===== config.mk =====
export PLATFORM = sky130hd
export DESIGN_NAME = bus_loss_failsafe_and_command_decode
export DESIGN_NICKNAME = d
export VERILOG_FILES = /design/src/failsafe_pkg.sv /design/src/watchdog_if.sv /design/src/bus_loss_watchdog.sv /design/src/bus_loss_failsafe_and_command_decode.sv
export VERILOG_INCLUDE_DIRS = /design/src
export SDC_FILE = /design/constraint.sdc
export NUM_CORES = 1
export LEC_CHECK = 0
export BUFFER_PORTS_ARGS = -buffer_cell sky130_fd_sc_hd__buf_2
export CAP_MARGIN = 15
export CORE_UTILIZATION = 45
export CTS_CLUSTER_DIAMETER = 50
export DETAILED_ROUTE_END_ITERATION = 7
export GPL_ROUTABILITY_DRIVEN = 0
export PLACE_DENSITY_LB_ADDON = 0.05
export SYNTH_ARGS = -nofsm -noshare
export SYNTH_HDL_FRONTEND = slang
export SYNTH_SLANG_ARGS = --single-unit

===== constraint.sdc =====
create_clock -name pclk -period 7.1 [get_ports pclk]
set_input_delay 0.71 -clock pclk [delete_from_list [all_inputs] [get_ports pclk]]
set_output_delay 0.71 -clock pclk [all_outputs]
set_load 0.01 [all_outputs]

===== src/failsafe_consts.svh =====
// Offsets, field positions, reset values, command codes and counts
`ifndef FAILSAFE_CONSTS_SVH
`define FAILSAFE_CONSTS_SVH

// Register byte addresses
`define OFF_CTRL        8'h00
`define OFF_SECURE_POSITION      8'h04
`define OFF_NODE_ADDR   8'h08
`define OFF_STATUS      8'h0C
`define OFF_IGNORED     8'h10
`define OFF_TARGET      8'h14

// Control fields
`define CTRL_LOWPOWER   0
`define CTRL_AUTOREF    1
`define CTRL_SHAFT      2
`define CTRL_RESET      3'h0
`define SECURE_POSITION_RESET    11'h400
`define SECURE_POSITION_NONE     11'h400
`define NODE_RESET      7'h00

// Bus-loss time-out in frame slots
`define LOST_SLOTS      15'h61A8

// Position scaling, 16-bit position in sixteenth steps
`define SECURE_POSITION_SHIFT    5
`define SHORT_SHIFT     3
`define HALF_RANGE      16'h8000
`define CONFIRM_MOVE    16'hFF60

// Command codes
`define C_RD_POS        7'h00
`define C_RD_FULL       7'h01
`define C_RD_OTP        7'h02
`define C_RD_SHORT      7'h03
`define C_GO_SAFE       7'h04
`define C_HALT_NOW      7'h05
`define C_ZERO_POS      7'h06
`define C_TWO_STAGE     7'h08
`define C_MOTION_PARAM  7'h09
`define C_MOVE_TO       7'h0B
`define C_SHORT_1       7'h0C
`define C_SHORT_2       7'h0D
`define C_SHORT_4       7'h0E
`define C_HALT_DECEL    7'h0F
`define C_OTP_BYTE      7'h10
`define C_STALL_PARAM   7'h16
`define C_MOVE_PARAM    7'h2F

`endif


===== src/failsafe_pkg.sv =====
// Types shared by the fail-safe and command decode block
package failsafe_pkg;
	typedef enum logic [3:0] {
		ST_RUN,
		ST_SECURE,
		ST_SECURE_WAIT,
		ST_REF_SEEK,
		ST_REF_STALL,
		ST_CONFIRM,
		ST_CONFIRM_WAIT,
		ST_FINISH,
		ST_STOP,
		ST_SLEEP
	} fs_state_t;
endpackage : failsafe_pkg


===== src/watchdog_if.sv =====
// Carrier between the decoder and the bus-loss watchdog
`timescale 1ns/1ps
interface watchdog_if;
	logic slot_tick;
	logic activity;
	logic bus_lost;
	modport ctl (output slot_tick, output activity, input bus_lost);
	modport dog (input slot_tick, input activity, output bus_lost);
endinterface : watchdog_if


===== src/bus_loss_watchdog.sv =====
// Counts empty frame slots and raises the bus-lost flag
`timescale 1ns/1ps
`include "failsafe_consts.svh"
module bus_loss_watchdog (
	input  wire logic pclk,
	input  wire logic presetn,
	watchdog_if.dog   wd
);
	logic [14:0] slots_q;
	logic        lost_q;

	assign wd.bus_lost = lost_q;

	// Activity wins over a tick in the same cycle, so a live bus never
	// times out on a coincident slot boundary
	always_ff @(posedge pclk or negedge presetn) begin
		if (!presetn) begin
			slots_q <= 15'h0000;
			lost_q  <= 1'b0;
		end else if (wd.activity) begin
			slots_q <= 15'h0000;
			lost_q  <= 1'b0;
		end else if (wd.slot_tick && !lost_q) begin
			if (slots_q == `LOST_SLOTS - 15'h0001)
				lost_q <= 1'b1;
			else
				slots_q <= slots_q + 15'h0001;
		end
	end
endmodule : bus_loss_watchdog


===== src/bus_loss_failsafe_and_command_decode.sv =====
// Command decode and bus-loss fail-safe sequencer with APB registers
//
// The register addresses and the APB register port were left to the implementer.
`timescale 1ns/1ps
`include "failsafe_consts.svh"
module bus_loss_failsafe_and_command_decode
	import failsafe_pkg::*;
(
	input  wire logic        pclk,
	input  wire logic        presetn,
	input  wire logic        psel,
	input  wire logic        penable,
	input  wire logic        pwrite,
	input  wire logic [7:0]  paddr,
	input  wire logic [31:0] pwdata,
	output logic      [31:0] prdata,
	output logic             pready,
	output logic             pslverr,
	input  wire logic        frame_slot_tick,
	input  wire logic        frame_activity,
	input  wire logic        hardwired_address_input,
	input  wire logic        cmd_valid,
	input  wire logic        cmd_sleep,
	input  wire logic [6:0]  cmd_code,
	input  wire logic [3:0]  cmd_frame_type,
	input  wire logic        cmd_broad,
	input  wire logic [6:0]  cmd_addr,
	input  wire logic [15:0] cmd_data,
	input  wire logic        motion_done,
	input  wire logic        stall_hit,
	output logic             motion_start,
	output logic             motion_relative,
	output logic             motion_use_otp,
	output logic             motion_until_stall,
	output logic      [15:0] target_position,
	output logic             halt_immediate,
	output logic             halt_decel,
	output logic             position_zero,
	output logic             param_write,
	output logic      [6:0]  param_code,
	output logic      [15:0] param_data,
	output logic             read_req,
	output logic      [6:0]  read_sel,
	output logic             sleep_state,
	output logic             stop_state
);
	// Secure units to sixteenth steps, two full steps per unit
	function automatic logic [15:0] secure_to_pos(input logic [10:0] s);
		secure_to_pos = {s, 5'b0_0000};
	endfunction : secure_to_pos

	// Legal code and frame type pairs; anything else is dropped
	function automatic logic cmd_legal(input logic [6:0] c,
		input logic [3:0] t);
		case (c)
			`C_RD_POS:       cmd_legal = (t == 4'h5) || (t == 4'h6)
				|| (t == 4'h7) || (t == 4'h8);
			`C_RD_FULL,
			`C_RD_OTP:       cmd_legal = (t == 4'h7) || (t == 4'h8);
			`C_RD_SHORT:     cmd_legal = (t == 4'h5);
			`C_GO_SAFE,
			`C_HALT_NOW,
			`C_ZERO_POS,
			`C_HALT_DECEL:   cmd_legal = (t == 4'h1);
			`C_TWO_STAGE,
			`C_MOTION_PARAM,
			`C_OTP_BYTE,
			`C_STALL_PARAM:  cmd_legal = (t == 4'h4);
			`C_MOVE_TO:      cmd_legal = (t == 4'h1) || (t == 4'h3)
				|| (t == 4'h4);
			`C_SHORT_1,
			`C_SHORT_2,
			`C_SHORT_4,
			`C_MOVE_PARAM:   cmd_legal = (t == 4'h2);
			default:         cmd_legal = 1'b0;
		endcase
	endfunction : cmd_legal

	fs_state_t   state_q, state_d;
	logic [2:0]  ctrl_q, ctrl_d;
	logic [10:0] secure_position_q, secure_position_d;
	logic [6:0]  node_q;
	logic [15:0] ignored_q, ignored_d;
	logic        referenced_q, referenced_d;
	logic        startup_q;
	logic        lost_src_q;
	logic        float_trig_q, float_trig_d;
	logic        start_d, rel_d, otp_d, stall_d;
	logic [15:0] tgt_d;
	logic        hard_d, soft_d, zero_d, pw_d, rreq_d;
	logic [6:0]  pcode_d, rsel_d;
	logic [15:0] pdata_d;

	watchdog_if wd ();

	bus_loss_watchdog u_watchdog (
		.pclk    (pclk),
		.presetn (presetn),
		.wd      (wd)
	);

	assign wd.slot_tick = frame_slot_tick;
	assign wd.activity  = frame_activity;

	// APB decode; answer comes one cycle into the access phase
	wire        apb_access = psel && penable && !pready;
	wire        apb_write  = psel && penable && pready && pwrite;
	wire        addr_hit   = (paddr == `OFF_CTRL) || (paddr == `OFF_SECURE_POSITION)
		|| (paddr == `OFF_NODE_ADDR) || (paddr == `OFF_STATUS)
		|| (paddr == `OFF_IGNORED) || (paddr == `OFF_TARGET);
	wire        wr_ctrl    = apb_write && (paddr == `OFF_CTRL);
	wire        wr_secure_position  = apb_write && (paddr == `OFF_SECURE_POSITION);
	wire        wr_node    = apb_write && (paddr == `OFF_NODE_ADDR);
	wire [31:0] rd_mux     =
		(paddr == `OFF_CTRL)      ? {29'h0000_0000, ctrl_q} :
		(paddr == `OFF_SECURE_POSITION)    ? {21'h00_0000, secure_position_q} :
		(paddr == `OFF_NODE_ADDR) ? {25'h000_0000, node_q} :
		(paddr == `OFF_STATUS)    ? {25'h000_0000, state_q,
			startup_q, referenced_q, wd.bus_lost} :
		(paddr == `OFF_IGNORED)   ? {16'h0000, ignored_q} :
		(paddr == `OFF_TARGET)    ? {16'h0000, target_position} :
		32'h0000_0000;

	// Configuration fields
	wire lowpower_en = ctrl_q[`CTRL_LOWPOWER];
	wire autoref_en  = ctrl_q[`CTRL_AUTOREF];
	wire shaft_bit   = ctrl_q[`CTRL_SHAFT];

	// floating address counts as a loss
	wire lost_src    = wd.bus_lost || hardwired_address_input;
	wire fs_trigger  = lost_src && !lost_src_q && (state_q == ST_RUN);
	wire secure_none = (secure_position_q == `SECURE_POSITION_NONE);

	// broadcast at zero ignores the address
	wire addr_ok     = !cmd_broad || (cmd_addr == node_q);
	wire cmd_take    = cmd_valid && !cmd_sleep && addr_ok
		&& cmd_legal(cmd_code, cmd_frame_type);
	wire cmd_drop    = cmd_valid && !cmd_sleep && addr_ok && !cmd_take;
	wire [15:0] short_pos = {{2{cmd_data[10]}}, cmd_data[10:0], 3'b000};

	// Sequencer and command dispatch; commands override the sequence
	always_comb begin
		state_d      = state_q;
		ctrl_d       = wr_ctrl ? pwdata[2:0] : ctrl_q;
		secure_position_d     = wr_secure_position ? pwdata[10:0] : secure_position_q;
		ignored_d    = cmd_drop ? ignored_q + 16'h0001 : ignored_q;
		referenced_d = referenced_q;
		float_trig_d = float_trig_q;
		start_d      = 1'b0;
		rel_d        = motion_relative;
		otp_d        = motion_use_otp;
		stall_d      = motion_until_stall;
		tgt_d        = target_position;
		hard_d       = 1'b0;
		soft_d       = 1'b0;
		zero_d       = 1'b0;
		pw_d         = 1'b0;
		pcode_d      = param_code;
		pdata_d      = param_data;
		rreq_d       = 1'b0;
		rsel_d       = read_sel;
		case (state_q)
			ST_RUN: begin
				if (fs_trigger) begin
					float_trig_d = !wd.bus_lost;
					if (referenced_q && !startup_q)
						state_d = ST_SECURE;
					else if (autoref_en)
						state_d = ST_REF_SEEK;
					else
						state_d = ST_SECURE;
				end
			end
			ST_REF_SEEK: begin
				start_d = 1'b1;
				rel_d   = 1'b1;
				otp_d   = 1'b1;
				stall_d = 1'b1;
				tgt_d   = `HALF_RANGE;
				if (startup_q && shaft_bit)
					tgt_d = 16'h7FFF;
				state_d = ST_REF_STALL;
			end
			ST_REF_STALL: begin
				if (stall_hit) begin
					zero_d       = 1'b1;
					referenced_d = 1'b1;
					state_d      = ST_CONFIRM;
				end
			end
			ST_CONFIRM: begin
				start_d = 1'b1;
				rel_d   = 1'b1;
				otp_d   = 1'b1;
				stall_d = 1'b0;
				tgt_d   = `CONFIRM_MOVE;
				state_d = ST_CONFIRM_WAIT;
			end
			ST_CONFIRM_WAIT: begin
				if (motion_done)
					state_d = ST_SECURE;
			end
			ST_SECURE: begin
				if (secure_none) begin
					state_d = ST_FINISH;
				end else begin
					start_d = 1'b1;
					rel_d   = 1'b0;
					otp_d   = 1'b0;
					stall_d = 1'b0;
					tgt_d   = secure_to_pos(secure_position_q);
					state_d = ST_SECURE_WAIT;
				end
			end
			ST_SECURE_WAIT: begin
				if (motion_done)
					state_d = ST_FINISH;
			end
			ST_FINISH: begin
				if (lowpower_en && !(float_trig_q && !wd.bus_lost))
					state_d = ST_SLEEP;
				else
					state_d = ST_STOP;
			end
			ST_STOP, ST_SLEEP: begin
				state_d = state_q;
			end
			default: begin
				state_d = ST_RUN;
			end
		endcase
		if (cmd_valid && cmd_sleep)
			state_d = lowpower_en ? ST_SLEEP : ST_STOP;
		if (cmd_take) begin
			state_d = ST_RUN;
			start_d = 1'b0;
			zero_d  = 1'b0;
			case (cmd_code)
				`C_RD_POS, `C_RD_FULL, `C_RD_OTP, `C_RD_SHORT: begin
					rreq_d = 1'b1;
					rsel_d = cmd_code;
				end
				`C_GO_SAFE: begin
					start_d = !secure_none;
					rel_d   = 1'b0;
					otp_d   = 1'b0;
					stall_d = 1'b0;
					tgt_d   = secure_to_pos(secure_position_q);
				end
				`C_HALT_NOW: begin
					hard_d = 1'b1;
				end
				`C_HALT_DECEL: begin
					soft_d = 1'b1;
				end
				`C_ZERO_POS: begin
					zero_d       = 1'b1;
					referenced_d = 1'b1;
				end
				`C_TWO_STAGE, `C_OTP_BYTE, `C_STALL_PARAM: begin
					pw_d         = 1'b1;
					pcode_d      = cmd_code;
					pdata_d      = cmd_data;
					referenced_d = referenced_q
						|| (cmd_code == `C_TWO_STAGE);
				end
				`C_MOTION_PARAM: begin
					// Master may rewrite the secure position here
					pw_d     = 1'b1;
					pcode_d  = cmd_code;
					pdata_d  = cmd_data;
					secure_position_d = cmd_data[10:0];
				end
				`C_MOVE_TO, `C_SHORT_1, `C_SHORT_2, `C_SHORT_4: begin
					start_d = 1'b1;
					rel_d   = 1'b0;
					otp_d   = 1'b0;
					stall_d = 1'b0;
					tgt_d   = (cmd_code == `C_MOVE_TO) ? cmd_data
						: short_pos;
				end
				`C_MOVE_PARAM: begin
					start_d = 1'b1;
					rel_d   = 1'b0;
					otp_d   = 1'b0;
					stall_d = 1'b0;
					tgt_d   = short_pos;
					pw_d    = 1'b1;
					pcode_d = cmd_code;
					pdata_d = cmd_data;
				end
				default: begin
					state_d = ST_RUN;
				end
			endcase
		end
	end

	// Sequencer and status state
	always_ff @(posedge pclk or negedge presetn) begin
		if (!presetn) begin
			state_q      <= ST_RUN;
			referenced_q <= 1'b0;
			startup_q    <= 1'b1;
			lost_src_q   <= 1'b0;
			float_trig_q <= 1'b0;
			ignored_q    <= 16'h0000;
		end else begin
			state_q      <= state_d;
			referenced_q <= referenced_d;
			// Power-on window closes on first bus traffic
			startup_q    <= startup_q && !frame_activity;
			lost_src_q   <= lost_src;
			float_trig_q <= float_trig_d;
			ignored_q    <= ignored_d;
		end
	end

	// Software registers
	always_ff @(posedge pclk or negedge presetn) begin
		if (!presetn) begin
			ctrl_q   <= `CTRL_RESET;
			secure_position_q <= `SECURE_POSITION_RESET;
			node_q   <= `NODE_RESET;
		end else begin
			ctrl_q   <= ctrl_d;
			secure_position_q <= secure_position_d;
			if (wr_node)
				node_q <= pwdata[6:0];
		end
	end

	// Registered APB answer: one wait cycle keeps prdata a flop output
	always_ff @(posedge pclk or negedge presetn) begin
		if (!presetn) begin
			pready  <= 1'b0;
			pslverr <= 1'b0;
			prdata  <= 32'h0000_0000;
		end else begin
			pready  <= apb_access;
			pslverr <= apb_access && !addr_hit;
			if (apb_access)
				prdata <= pwrite ? 32'h0000_0000 : rd_mux;
		end
	end

	// Motion and dispatch outputs
	always_ff @(posedge pclk or negedge presetn) begin
		if (!presetn) begin
			motion_start       <= 1'b0;
			motion_relative    <= 1'b0;
			motion_use_otp     <= 1'b0;
			motion_until_stall <= 1'b0;
			target_position    <= 16'h0000;
			halt_immediate     <= 1'b0;
			halt_decel         <= 1'b0;
			position_zero      <= 1'b0;
			param_write        <= 1'b0;
			param_code         <= 7'h00;
			param_data         <= 16'h0000;
			read_req           <= 1'b0;
			read_sel           <= 7'h00;
			sleep_state        <= 1'b0;
			stop_state         <= 1'b0;
		end else begin
			motion_start       <= start_d;
			motion_relative    <= rel_d;
			motion_use_otp     <= otp_d;
			motion_until_stall <= stall_d;
			target_position    <= tgt_d;
			halt_immediate     <= hard_d;
			halt_decel         <= soft_d;
			position_zero      <= zero_d;
			param_write        <= pw_d;
			param_code         <= pcode_d;
			param_data         <= pdata_d;
			read_req           <= rreq_d;
			read_sel           <= rsel_d;
			sleep_state        <= (state_d == ST_SLEEP);
			stop_state         <= (state_d == ST_STOP);
		end
	end
endmodule : bus_loss_failsafe_and_command_decode


==> impl_metrics.tcl <==
set metrics [dict create \
    ant_nets 0 \
    worstMarginPinSlew_ps 1110 \
    critPathBufInv 1 \
    core-area_um2 15300 \
    hold_viol 0 \
    synthFlopType "dfrtp_1" \
    ys_top_cells_by_area "dfrtp_1 47%, mux2_2 8.7%, mux2i_1 4.4%" \
    port_buffers 140 \
    yosysWarnings 0 \
    dp_slack_ps 2680 \
    slew_viol_final 0 \
    ys_seq_area_share_pct 47.8 \
    synth_cell_types 61 \
    worst_slack_ps 3090 \
    fp.dieArea_um2 16300 \
    first_iter_violations 364 \
    syn_area_um2 7130 \
    grt_pass1_vias 5455 \
    drcViolationCount 0 \
    root_buffer "clkbuf_16" \
    routed_wl_um 19000 \
    cts_resized 0 \
    critPathMaxFanout 23 \
    worst_ep_required_time_ps 7400 \
    antenna_found_initial 0 \
    numCtsBuffers 17 \
    hpwlAfterDp_um 14200 \
    grt_overflow 0 \
    path_clk_slew_ps 60 \
    first_pass_iters 6 \
    fmax_mhz 249 \
    die_width_um 128 \
    slew_headroom_pct 25.8 \
    ctsHtreeMaxLevel 4 \
    crit_path_cell_trace "buf_2 -> or3_1 -> nor4b_1 -> nand3_1 -> and4b_1 -> nor3_4 -> mux2_2" \
    synth_area_leader_cell "dfrtp_1" \
    crit_type "in2reg" \
    crit_path_start_kind "input port" \
    netlist_instances 656 \
    drive_above_1_share_pct 32.1 \
    post_cts_buffers 0 \
    grt_use_total_pct 24.1 \
    wire_per_inst_um 18.8 \
    leakage_nw 4.18 \
    peakVddDrop_v 0.000162 \
    grt_max_degree 84 \
    worstPathArrival_ps 4310 \
    setup_violations 0 \
    postSynthAreaPerCell_um2 10.9 \
    clk_latency_ps 420 \
    num_rows 45 \
    final_core_util_pct 55.5 \
    layout.nets 877 \
    skew_ps 6.49 \
    fp.dieH_um 128 \
    cts.sinks 136 \
    period_needed_ps 4010 \
    cp_slowest_stage_delay_ps 940 \
    max_cap_viol_count 0 \
    grt_pass1_wl_um 29800 \
    cts_tree "built" \
    synth.top_cell.area_share_pct 47.1 \
    cp-end-kind "register" \
    synth_async_sr_flop_share_pct 100 \
    vias 5709 \
    synth_common_cells "134 x dfrtp_1, 55 x mux2_2, 47 x nand2_1" \
    crit_slowest_cell "nor3_4" \
    path_delay_family "simple AND/OR/NAND/NOR gates" \
    avgViaCountPerCell 5.64 \
    area_growth_pct 19.4 \
    clockBufferDepth 2 \
    fin_crit_sh_pct 56.5 \
    hp-class "in2async" \
    setup_tns_ps 0 \
    start_util_pct 46.5 \
    synth-edff-count 0 \
    status "completed" \
    synth-seq-cells 136 \
    cts.hold.buffers_added 0 \
    yosysMostFrequentCell "dfrtp_1" \
    ios 178 \
    power_density_nw_per_um2 250 \
    rsz0062_at_grt "false" \
]
area by class of cell:
class	instances	area (µm²)
multi-input combinational	482	3490
clock buffer	22	484
sequential	136	3410
timing repair buffer	145	744
clock inverter	10	93.8
fill	1398	6810
antenna	1	2.50
inverter	6	22.5
tap	211	264
state kept, by name, summed over array words and instances, names as in the netlist, 3 cells and up:
name / flops
prdata: 16
state_q: 4
node_q: 7
ignored_q: 16
target_position: 16
param_code: 7
ctrl_q: 3
u_watchdog.slots_q: 15
read_sel: 7
secure_position_q: 11
param_data: 16
where the power goes:
group / internal (W) / switching, W
Combinational: 0.000149 / 0.000183
Clock: 0.000519 / 0.000330
Sequential: 0.000855 / 0.0000935
Total: 0.00152 / 0.000606
cells by family after synthesis:
family                     after synthesis  synth area share [%]
and+or+nand+nor                        219                  16.7
DFF                                    136                  47.8
AOI/OAI and AO/OA                      112                  11.3
muxes                                   96                  15.2
buffers and inverters                   53                  4.11
xor gates and xnor gates                37                  4.55
adders and majority gates                2                 0.351
other                                    1                0.0526
cells in the final DEF (no fill, tap or decap), drive strengths merged, types with 10 or more instances in the layout:
cell type / n
a21oi: 22
nand2: 47
xor2: 32
and3: 10
nand3: 22
mux2i: 31
nor4: 16
buf: 145
o21ai: 23
mux2: 65
nor2: 41
clkbuf: 22
nor3: 21
nor2b: 13
a222oi: 11
conb: 16
dfrtp: 134
a221oi: 11
final timing paths:
check                      slack [ps]          start  cells past startpoint            end
max                              3090    cmd_code[0]                      7  param_data[6]
min                               340        presetn                      1        pslverr
max reg2reg                      4310      node_q[4]                      6  param_data[6]
min reg2reg                       470  ignored_q[15]                      1  ignored_q[15]
max in group asynchronous        5580        presetn                      2  param_code[0]
min in group pclk                 470  ignored_q[15]                      1  ignored_q[15]
per-layer routing:
layer / global-route usage (%) / vias to the layer above / wire length [µm]
met3: 5.01 / 21 / 1080
met5: 0 / - / 0
met1: 33.4 / 2806 / 8770
met4: 8.37 / 0 / 314
li1: - / 2676 / -
met2: 37.5 / 206 / 8850
per-stage QoR:
stage	instance area, µm²	power (W)	hold WS (ps)	std cells
6_report	8510	0.00213	345	1013
5_1_grt	8500	0.00223	391	1012
2_1_floorplan	7180	0.00114	414	671
4_1_cts	8500	0.00215	373	1012
3_3_place_gp	7930	0.00128	458	980
3_5_place_dp	7930	0.00129	468	980
Power figures use the tool's default switching activity.
